File: config.mk
export PLATFORM = sky130hd
export DESIGN_NAME = tsp_timer
export DESIGN_NICKNAME = d
export VERILOG_FILES = /design/src/tsp_pkg.sv /design/src/tsp_timer.sv
export SDC_FILE = /design/constraint.sdc
export NUM_CORES = 1
export LEC_CHECK = 0
export BUFFER_PORTS_ARGS = -buffer_cell sky130_fd_sc_hd__buf_4
export CORE_MARGIN = 2
export CORE_UTILIZATION = 55
export DETAILED_ROUTE_END_ITERATION = 7
export HOLD_SLACK_MARGIN = 0.03
export PLACE_DENSITY = 0.76
export SYNTH_ARGS = -nofsm -noshare
export SYNTH_HDL_FRONTEND = slang
export SYNTH_SLANG_ARGS = --single-unit
File: constraint.sdc
create_clock -name clk_in -period 3.1 [get_ports clk_in]
set_input_delay 0.155 -clock clk_in [delete_from_list [all_inputs] [get_ports clk_in]]
set_output_delay 0.155 -clock clk_in [all_outputs]
set_load 0.05 [all_outputs]
File: src/tsp_pkg.sv
// Package for the single pulse / capture timer section.
// Assumes one 125 MHz clock and a plain strobe register port.
package tsp_pkg;
   // Register indices on the plain port
   localparam logic [2:0] TSP_CTL_A = 3'h0;
   localparam logic [2:0] TSP_CTL_B = 3'h1;
   localparam logic [2:0] TSP_RUN = 3'h2;
   localparam logic [2:0] TSP_CMP_A = 3'h3;
   localparam logic [2:0] TSP_CMP_B = 3'h4;
   localparam logic [2:0] TSP_COUNT = 3'h5;
   localparam logic [2:0] TSP_FLAGS = 3'h6;
   // Channel control fields
   localparam int TSP_MODE_LSB = 0;
   localparam int TSP_PCTL_LSB = 2;
   localparam int TSP_OLVL_BIT = 4;
   localparam int TSP_POL_BIT = 5;
   // Run register fields
   localparam int TSP_RUN_BIT = 0;
   localparam int TSP_CCLR_BIT = 1;
   localparam int TSP_PER_LSB = 2;
   // Flag bit positions
   localparam int TSP_FLG_A = 0;
   localparam int TSP_FLG_B = 1;
   localparam int TSP_FLG_P = 2;
   // Mode and pin-control codes
   localparam logic [1:0] TSP_MODE_CAP = 2'h1;
   localparam logic [1:0] TSP_MODE_SP = 2'h2;
   localparam logic [1:0] TSP_PC_RISE = 2'h0;
   localparam logic [1:0] TSP_PC_FALL = 2'h1;
   localparam logic [1:0] TSP_PC_BOTH = 2'h2;
   localparam logic [1:0] TSP_PC_OFF = 2'h3;
   // Period comparator step in counts
   localparam int TSP_PER_STEP = 128;
   // Reset values
   localparam logic [15:0] TSP_RST_WORD = 16'h0000;
endpackage

File: src/tsp_timer.sv
// Dual channel timer: single pulse output and input capture modes.
// Assumes pins and strobes synchronous to clk_in; data one cycle after rd.
//
// Operation
// - Run rising starts counter, channel A pulse.
// - Comparator B match starts channel B pulse.
// - Trigger pin edge sets run bit.
// - Counting and channel A leading edge coincide.
// - Software run clear ends both pulses.
// - Comparator A match clears run, ends pulses.
// - A width cmp A, B width A minus B.
// - A and B matches raise flags.
// - Counter zeroed only on run rising.
// - Period and clear select ignored there.
// - Pin-control picks rise, fall or both.
// - Capture: run rising starts the counter.
// - Selected edge copies count, raises flag.
// - Counter free-runs until run falls.
// - Period match zeroes counter, raises flag.
// - Period code zero gives largest range.
// - Pin-control 11 disables capture only.
// - Clear select, level, polarity ignored.
// - Pin driven as output still captures.
// - Period codes 1..7 times 128, 0=1024.
`timescale 1ns/1ns
module tsp_timer
   import tsp_pkg::*;
#(
   parameter int CNT_W = 10,
   parameter int DAT_W = 16
) (
   input wire logic clk_in,
   input wire logic nrst_in,
   input wire logic ce_in,
   input wire logic [2:0] addr_in,
   input wire logic [DAT_W-1:0] wdata_in,
   input wire logic wr_in,
   input wire logic rd_in,
   input wire logic chan_a_pin_in,
   input wire logic chan_b_pin_alt0_in,
   input wire logic chan_b_pin_alt1_in,
   input wire logic ext_trigger_pin_in,
   output logic [DAT_W-1:0] rdata_out,
   output logic chan_a_pin_out,
   output logic chan_b_pin_out,
   output logic [2:0] flags_out
);
   // Software state
   logic [5:0] ctl_a_q;
   logic [5:0] ctl_b_q;
   logic run_q;
   logic cclr_q; // Kept for readback only
   logic [2:0] per_q;
   logic [CNT_W-1:0] cmp_a_q;
   logic [CNT_W-1:0] cmp_b_q;
   // Timer state
   logic [CNT_W-1:0] cnt_q;
   logic pulse_a_q;
   logic pulse_b_q;
   logic [2:0] flag_q;
   // Previous pin levels for edge detection
   logic pa_q, pb0_q, pb1_q, trg_q;
   logic [DAT_W-1:0] rdata_q;
   logic out_a_q, out_b_q;

   // Field decode
   wire logic [1:0] mode_a = ctl_a_q[TSP_MODE_LSB +: 2];
   wire logic [1:0] mode_b = ctl_b_q[TSP_MODE_LSB +: 2];
   wire logic [1:0] pc_a = ctl_a_q[TSP_PCTL_LSB +: 2];
   wire logic [1:0] pc_b = ctl_b_q[TSP_PCTL_LSB +: 2];
   wire logic sp_mode = (mode_a == TSP_MODE_SP) && (mode_b == TSP_MODE_SP);
   wire logic cap_mode = (mode_a == TSP_MODE_CAP) && (mode_b == TSP_MODE_CAP);

   // Register strobes
   wire logic wr_ctl_a = wr_in && (addr_in == TSP_CTL_A);
   wire logic wr_ctl_b = wr_in && (addr_in == TSP_CTL_B);
   wire logic wr_run = wr_in && (addr_in == TSP_RUN);
   wire logic wr_cmp_a = wr_in && (addr_in == TSP_CMP_A);
   wire logic wr_cmp_b = wr_in && (addr_in == TSP_CMP_B);
   wire logic wr_flags = wr_in && (addr_in == TSP_FLAGS);
   wire logic wr_run_one = wr_run && wdata_in[TSP_RUN_BIT];
   wire logic wr_run_zero = wr_run && !wdata_in[TSP_RUN_BIT];

   // Trigger pin: rising edge taken as the active edge
   // History resets low like the idle pin, so reset gives no false start
   wire logic trg_edge = ext_trigger_pin_in && !trg_q;
   // Start happens only from a stopped counter
   wire logic start_w = !run_q && (wr_run_one || (sp_mode && trg_edge));

   // Comparator matches on the next count, so widths come out exact
   // Limitation: a compare value of zero only matches as the count rolls over
   wire logic [CNT_W-1:0] cnt_inc = cnt_q + 1'b1;
   wire logic match_a = run_q && (cnt_inc == cmp_a_q);
   wire logic match_b = run_q && (cnt_inc == cmp_b_q);

   // Period limit: code times step, code zero wraps the full range
   // A code lowered below a running count rolls over at the full range
   wire logic [CNT_W:0] per_lim = (per_q == 3'h0) ? (CNT_W+1)'(1 << CNT_W)
      : (CNT_W+1)'(per_q * TSP_PER_STEP);
   wire logic match_p = run_q && ({1'b0, cnt_q} == per_lim - 1'b1);

   // Edge selection per pin-control code
   // Edges are judged against last cycle's sample, so pins must be synchronous
   function automatic logic edge_sel(input logic [1:0] pc, input logic now,
      input logic prev);
      logic rise, fall;
      rise = now && !prev;
      fall = !now && prev;
      unique case (pc)
         TSP_PC_RISE: edge_sel = rise;
         TSP_PC_FALL: edge_sel = fall;
         TSP_PC_BOTH: edge_sel = rise || fall;
         TSP_PC_OFF: edge_sel = 1'b0;
      endcase
   endfunction

   // Pin levels are used whatever drives them, so outputs capture too
   wire logic cap_a = cap_mode && edge_sel(pc_a, chan_a_pin_in, pa_q);
   wire logic cap_b = cap_mode && (edge_sel(pc_b, chan_b_pin_alt0_in, pb0_q)
      || edge_sel(pc_b, chan_b_pin_alt1_in, pb1_q));

   // Stop: software clear or comparator A in pulse mode
   wire logic stop_w = run_q && (wr_run_zero || (sp_mode && match_a));

   // Flag set sources
   wire logic [2:0] flag_set = {cap_mode && match_p,
      (sp_mode && match_b) || cap_b, (sp_mode && match_a) || cap_a};

   // Readback mux
   logic [DAT_W-1:0] rd_mux;
   always_comb begin
      rd_mux = TSP_RST_WORD;
      unique case (addr_in)
         TSP_CTL_A: rd_mux = DAT_W'(ctl_a_q);
         TSP_CTL_B: rd_mux = DAT_W'(ctl_b_q);
         TSP_RUN: rd_mux = DAT_W'({per_q, cclr_q, run_q});
         TSP_CMP_A: rd_mux = DAT_W'(cmp_a_q);
         TSP_CMP_B: rd_mux = DAT_W'(cmp_b_q);
         TSP_COUNT: rd_mux = DAT_W'(cnt_q);
         TSP_FLAGS: rd_mux = DAT_W'(flag_q);
         default: rd_mux = TSP_RST_WORD; // Unmapped reads zero
      endcase
   end

   // Control registers
   // Level bit is kept for readback only; it drives nothing in these modes
   always_ff @(posedge clk_in) begin
      if (!nrst_in) begin
         ctl_a_q <= '0;
         ctl_b_q <= '0;
         cclr_q <= 1'b0;
         per_q <= 3'h0;
      end else if (ce_in) begin
         if (wr_ctl_a) ctl_a_q <= wdata_in[5:0];
         if (wr_ctl_b) ctl_b_q <= wdata_in[5:0];
         if (wr_run) begin
            cclr_q <= wdata_in[TSP_CCLR_BIT];
            per_q <= wdata_in[TSP_PER_LSB +: 3];
         end
      end
   end

   // Run bit: start by software or trigger, stop by clear or match A
   always_ff @(posedge clk_in) begin
      if (!nrst_in) begin
         run_q <= 1'b0;
      end else if (ce_in) begin
         if (start_w) run_q <= 1'b1;
         else if (stop_w) run_q <= 1'b0;
      end
   end

   // Counter: zero on start, count while running, hold when stopped
   // Start comes first so a restart never sees a stale period match
   always_ff @(posedge clk_in) begin
      if (!nrst_in) begin
         cnt_q <= '0;
      end else if (ce_in) begin
         if (start_w) cnt_q <= '0;
         else if (run_q && cap_mode && match_p) cnt_q <= '0;
         else if (run_q) cnt_q <= cnt_inc;
         // Otherwise held
      end
   end

   // Compare registers; a capture beats a software write
   // Trade-off: a write racing a capture is lost, never the measurement
   always_ff @(posedge clk_in) begin
      if (!nrst_in) begin
         cmp_a_q <= '0;
         cmp_b_q <= '0;
      end else if (ce_in) begin
         if (cap_a) cmp_a_q <= cnt_q;
         else if (wr_cmp_a) cmp_a_q <= wdata_in[CNT_W-1:0];
         if (cap_b) cmp_b_q <= cnt_q;
         else if (wr_cmp_b) cmp_b_q <= wdata_in[CNT_W-1:0];
      end
   end

   // Pulse shapers: only active in single pulse mode
   // Leaving pulse mode drops both pulses at once
   always_ff @(posedge clk_in) begin
      if (!nrst_in) begin
         pulse_a_q <= 1'b0;
         pulse_b_q <= 1'b0;
      end else if (ce_in) begin
         if (!sp_mode || stop_w) begin
            pulse_a_q <= 1'b0;
            pulse_b_q <= 1'b0;
         end else if (start_w) begin
            pulse_a_q <= 1'b1;
            pulse_b_q <= 1'b0;
         end else if (match_b) begin
            pulse_b_q <= 1'b1;
         end
      end
   end

   // Flags: write one clears, a same-cycle set wins
   // Write one to clear cannot wipe a flag that software has not yet seen
   always_ff @(posedge clk_in) begin
      if (!nrst_in) begin
         flag_q <= 3'h0;
      end else if (ce_in) begin
         flag_q <= (flag_q & ~(wr_flags ? wdata_in[2:0] : 3'h0)) | flag_set;
      end
   end

   // Pin history, read data and output flops
   always_ff @(posedge clk_in) begin
      if (!nrst_in) begin
         pa_q <= 1'b0;
         pb0_q <= 1'b0;
         pb1_q <= 1'b0;
         trg_q <= 1'b0;
         rdata_q <= TSP_RST_WORD;
         out_a_q <= 1'b0;
         out_b_q <= 1'b0;
      end else if (ce_in) begin
         pa_q <= chan_a_pin_in;
         pb0_q <= chan_b_pin_alt0_in;
         pb1_q <= chan_b_pin_alt1_in;
         trg_q <= ext_trigger_pin_in;
         rdata_q <= rd_in ? rd_mux : TSP_RST_WORD;
         // Polarity bit inverts the pulse; it means nothing in capture mode
         out_a_q <= sp_mode && (pulse_a_q ^ ctl_a_q[TSP_POL_BIT]);
         out_b_q <= sp_mode && (pulse_b_q ^ ctl_b_q[TSP_POL_BIT]);
      end
   end

   assign rdata_out = rdata_q;
   assign chan_a_pin_out = out_a_q;
   assign chan_b_pin_out = out_b_q;
   assign flags_out = flag_q;
endmodule

==> impl_metrics.yaml, run 1 <==
floorplan:
  io_pins: 49
  die_y_um: 91.01
  die_area_sq_um: 8283
  row_count: 31
  coreArea_sq_um: 7292
  die_w_um: 91.01
  start_util_pct: 57.10
pwr:
  p_per_area_nw_per_um2: 406.3
  p_leak_nw: 1.886
  vdd_drop_max_uv: 284.4
  finalPower_mw: 1.882
clock_tree:
  clkSinkCount: 68
  clk_latency_ps: 360
  path_clk_slew_ps: 80
  htreeDepth: 3
  ctsLongestPathBuffers: 2
  cts_root_buf: "clkbuf_8"
  cts_setup_buffers: 0
  ctsHoldBuffers: 0
  cts_tree: "done"
  cts.repair.resized: 0
  cts_buffers: 9
setup_path:
  end_kind: "flip-flop"
  r2r_slack_ps: 390
  crit_arrival_ps: 2990
  cp_max_fo: 10
  cp-start-kind: "flip-flop"
  path_class: "reg2reg"
  r2r_end: "flags_out[1]"
  cp.required_ps: 3380
  r2r_start: "cnt_q[0]"
  worst_r2r_path_depth: 9
yosys:
  ys_ff_latch: 68
  synth_largest_area_cell: "dfxtp_1"
  syn_area_per_cell_sq_um: 8.515
  yosysMostFrequentCell: "nor2_1"
  synth_edf_count: 0
  syn-instance-count: 489
  synth-main-ff-cell: "dfxtp_1"
  synth-seq-area-share_pct: 32.69
  synth_area_sq_um: 4164
  yosys-top-cells-area: "dfxtp_1 33%, mux2i_1 12%, nor2_1 7.3%, a211oi_1 4.1%, a21oi_1 3.5%"
  yosysWarningCount: 0
  synth_common_cells: "81 x nor2_1, 68 x dfxtp_1, 48 x mux2i_1"
  async_flop_share_pct: 0
  yosysUniqueCellTypes: 63
  yosys.area.top_type_share_pct: 32.69
layout:
  area_growth_pct: 11.24
  drive_above_1_share_pct: 16.54
  fillCellCount: 644
  antenna_cells: 0
  layout.nets: 545
timing:
  rsz0062_at_grt: "false"
  tns_ps: 0
  finalCritPeriodShare_pct: 87.52
  drv_slew: 0
  fin_crit_ps: 2713
  worstMarginPinSlew_ps: 817.5
  slew_headroom_pct: 45.20
  setup_viol: 0
  finalHoldViolCount: 0
  max_freq_mhz: 368.6
  finalClockSkew_ps: 10.20
worst_hold_path:
  hp-start: "ext_trigger_pin_in"
  hold_depth: 3
  min_to: "trg_q"
  hp-class: "in2reg"
global_route:
  grt_pass1_wl_um: 17340
  grt_max_degree: 34
  grt_use_total_pct: 26.06
  grt.overflow.total: 0
  grt_pass1_vias: 3453
  antenna_found_initial: 0
placed_design:
  gp_congestion: 0.9003
  hpwl_um: 7450
  port_buffers: 36
routing:
  wirelength_um: 10420
  drtIter0Drc: 314
  wl_per_cell_um: 17.00
  drc_errors: 0
  dr.pass1.iters: 5
  viasPerCell: 5.945
  vias: 3644
  ant_nets: 0
flow_run:
  maxCapViolCount: 0
status:
  outcome: "complete, no violations"
==> metal layers <==
metal	routed length [um]	GRT usage [%]	part of all wire [%]	vias to the layer above
met5	0	0	0	-
met4	190	8.965	1.8	0
met2	5016	43.02	48	118
li1	-	-	-	1766
met1	4597	33.45	44	1740
met3	618	6.058	5.9	20
==> sequential cells by signal, indices dropped and copies added, names as in the netlist, 3 cells and up <==
register,flops
ctl_b_q,6
ctl_a_q,6
per_q,3
cnt_q,10
flags_out,3
cmp_a_q,10
cmp_b_q,10
rdata_out,10
==> logic make-up after synthesis <==
| logic type | synth area share (%) |
|---|---|
| XOR/XNOR | 6.340 |
| AO/OA/AOI/OAI | 16.44 |
| multiplexers | 12.89 |
| buffers and inverters | 6.550 |
| other | 0.09006 |
| adder cells (fa/ha/maj) | 2.404 |
| flip-flops | 32.69 |
| AND/OR/NAND/NOR | 22.60 |
==> area by class of cell <==
| cell class | count | area (sq um) | share of cell area [%] |
|---|---|---|---|
| multi-input cells | 372 | 2549 | 55.02 |
| flip-flops and latches | 68 | 1361 | 29.39 |
| repair buffers | 44 | 330.3 | 7.131 |
| clock buffers | 9 | 123.9 | 2.674 |
| well taps | 99 | 123.9 | 2.674 |
| clock inverters | 7 | 91.34 | 1.972 |
| inverters | 14 | 52.55 | 1.135 |
==> cell usage in the layout, fill, tap and decap left out, drive strengths merged, types with 4 or more instances in the layout <==
master   n
nor2b    7
dfxtp   68
o21ai   26
nand3   11
clkinv   4
nor2    84
nor3     7
nand2b   4
conb     6
nor4     8
xor2    11
inv     14
ha       8
nand2   21
clkbuf   9
a211oi  23
buf     44
nand4    5
nand3b   5
a21oi   29
and3     5
mux2i   48
xnor2   14
a22o     6
a22oi    7
==> worst max-delay path, stage by stage, from the launching register on <==
cell	delay (ps)
dfxtp_1	580
ha_1	420
nand3_1	290
nor2_2	250
xnor3_1	170
nand4_1	100
nor4_1	420
buf_4	200
nand2_1	60
a21oi_1	130
==> through the flow <==
step                instances  setup slack (ps)  hold slack [ps]  instance area [sq um]  util [%]
floorplan                 494              1014            276.7                   4183         -
global placement          597             493.0            400.7                   4417     60.57
detailed placement        597             447.5            408.5                   4417     60.57
CTS                       613             439.8            45.10                   4632     63.52
global route              613             179.3            48.80                   4632     63.52
finish                    613             386.8            41.83                   4632     63.52
==> worst max-delay path by stage <==
stage	cells past startpoint	start	slack (ps)	to
finish	9	cnt_q[0]	390	flags_out[1]
global route	8	cnt_q[0]	180	cnt_q[4]
CTS	8	cnt_q[0]	440	cnt_q[9]
detailed placement	8	cnt_q[0]	450	cnt_q[9]
global placement	8	cnt_q[0]	490	cnt_q[9]
floorplan	9	cnt_q[1]	1010	pulse_b_q
==> report_power, final <==
part           internal [mW]  switching [mW]
logic                 0.0635           0.110
clock network          0.450           0.361
registers              0.885          0.0127
No activity file was read; power rests on OpenSTA's default activity.
==> run 2: changes to the inputs <==
Settings changed: CORE_UTILIZATION 55 to 45, PLACE_DENSITY 0.76 to not set.
==> run 2 against run 1 <==
  * Global-route usage down 3.1 points
  * Design area shrank 0.59%
  * Clock-buffer cell count is the same
  * Final cell count rose by 2.0%
  * Fmax hardly changed
  * Via count fell by 0.80%
  * Non-clock buffer count rose by 1
  * Power fell by 8.0%
  * Register-to-register slack about the same
  * Setup slack lost 2.1 ps
  * First-iteration DRC count is 44% lower
  * Critical path type unchanged
  * Largest power group unchanged
  * Highest routed layer unchanged
==> impl_metrics.yaml, run 2 (synthesized netlist as in run 1, its figures left out) <==
clock_tree:
  cts_buffers: 9
  cts.repair.resized: 0
  ctsLongestPathBuffers: 2
  cts_root_buf: "clkbuf_8"
  cts_setup_buffers: 0
  cts_tree: "done"
  path_clk_slew_ps: 80
  clkSinkCount: 68
  ctsHoldBuffers: 0
  clk_latency_ps: 340
  htreeDepth: 3
pwr:
  p_leak_nw: 1.860
  combPwrFrac_pct: 10.2
  p_int_mw: 1.235
  finalPower_mw: 1.731
  p_per_area_nw_per_um2: 375.9
  power_frac_seq_pct: 51.9
  switchingPower_uw: 495.9
  p_clk_share_pct: 37.9
  vdd_drop_max_uv: 288.1
  p_sw_share_pct: 28.65
layout:
  antenna_cells: 0
  final_common_cell: "nor2_1"
  fillCellCount: 860
  drive_above_1_share_pct: 16.54
  final_cell_mix: "81 x nor2_1, 68 x dfxtp_1, 48 x mux2i_1, 45 x buf_4, 29 x a21oi_1"
  area_growth_pct: 10.58
  layout.nets: 546
  stdcell_area_sq_um: 4604
  fin_util_pct: 50.55
timing:
  setup_viol: 0
  finalCritPeriodShare_pct: 87.59
  slew_headroom_pct: 45.31
  fin_crit_ps: 2715
  finalHoldViolCount: 0
  whs_ps: 61.92
  worstMarginPinSlew_ps: 815.9
  drv_slew: 0
  rsz0062_at_grt: "false"
  tns_ps: 0
  finalClockSkew_ps: 5.486
  max_freq_mhz: 368.3
routing:
  wl_per_cell_um: 17.86
  ant_nets: 0
  drtIter0Drc: 175
  vias: 3615
  drc_errors: 0
  wirelength_um: 11160
  viasPerCell: 5.784
  dr.pass1.iters: 5
global_route:
  grt.overflow.total: 0
  antenna_found_initial: 0
  grt_pass1_wl_um: 17880
  grt_use_total_pct: 22.99
  grt_max_degree: 50
  grt_pass1_vias: 3427
floorplan:
  die_area_sq_um: 10040
  die_y_um: 100.2
  die_w_um: 100.2
  coreArea_sq_um: 9109
  io_pins: 49
  start_util_pct: 45.71
  row_count: 35
setup_path:
  cp-start-kind: "flip-flop"
  end_kind: "flip-flop"
  path_class: "reg2reg"
  cp.required_ps: 3320
  path_cells: "ha_1 > and3_1 > and3_4 > and4bb_1 > or2_1 > inv_1 > a22oi_1 > nor2_1"
  cpPeakStageDelay_ps: 590
  cp_max_fo: 15
  crit_arrival_ps: 2940
  cpMaxStageDelayCell: "dfxtp_1"
status:
  outcome: "complete, no violations"
worst_hold_path:
  hp-class: "in2reg"
placed_design:
  hpwl_um: 7971
  gp_congestion: 0.8888
  port_buffers: 36
  place_area_sq_um: 4439
flow_run:
  maxCapViolCount: 0
==> run 2: cell types whose count changed in the layout (fill, tap and decap cells not counted) <==
cell,change
clkinvlp_4,+2
clkinv_4,-1
buf_4,+1
clkinv_2,-1
bufinv_16,-2
inv_6,+1
==> run 2: power groups by stage <==
stage          Clock, mW  Sequential, mW  Combinational [mW]
6_report           0.657           0.898               0.176
2_1_floorplan          0           0.917               0.118
4_1_cts            0.664           0.898               0.176
3_3_place_gp           0           0.918               0.172
3_5_place_dp           0           0.919               0.175
5_1_grt            0.706           0.900               0.192
==> run 2: worst paths after layout <==
kind                           start             end  slack [ps]  depth (start not counted)
setup reg to reg            cnt_q[0]        cnt_q[9]         380                          8
hold / removal    ext_trigger_pin_in           trg_q          60                          3
setup / recovery            cnt_q[0]        cnt_q[9]         380                          8
hold reg to reg       chan_a_pin_out  chan_a_pin_out         470                          2
==> run 2: final cells by class <==
type / instances / area, sq um / area share, %
clock buffer: 9 / 123.9 / 2.690
clock inverter: 6 / 41.29 / 0.8967
inverter: 14 / 52.55 / 1.141
multi-input combinational: 372 / 2549 / 55.35
sequential: 68 / 1361 / 29.57
tap: 111 / 138.9 / 3.016
timing repair buffer: 45 / 337.8 / 7.337
==> run 2: metrics by stage <==
stage / setup slack [ps] / std cells
final: 384.7 / 625
after global routing: 187.5 / 625
after CTS: 425.6 / 625
after detailed placement: 430.1 / 610
after global placement: 454.9 / 610
after floorplan: 1014 / 494
==> run 2: worst max-delay path, delay by kind of cell (launching register included) <==
| family | cells | cell delay, ps |
|---|---|---|
| and+or+nand+nor | 5 | 1210 |
| DFF | 1 | 590 |
| adders and majority gates | 1 | 430 |
| AOI/OAI and AO/OA | 1 | 190 |
| buffers and inverters | 1 | 170 |
==> run 2: routing by layer <==
layer	GRT usage (%)	routed length, um	vias up	share of wire, %
li1	-	-	1768	-
met1	30.95	5150	1726	46
met2	36.86	5196	98	47
met3	4.178	485	23	4.3
met4	8.535	331	0	3.0
met5	0	0	-	0
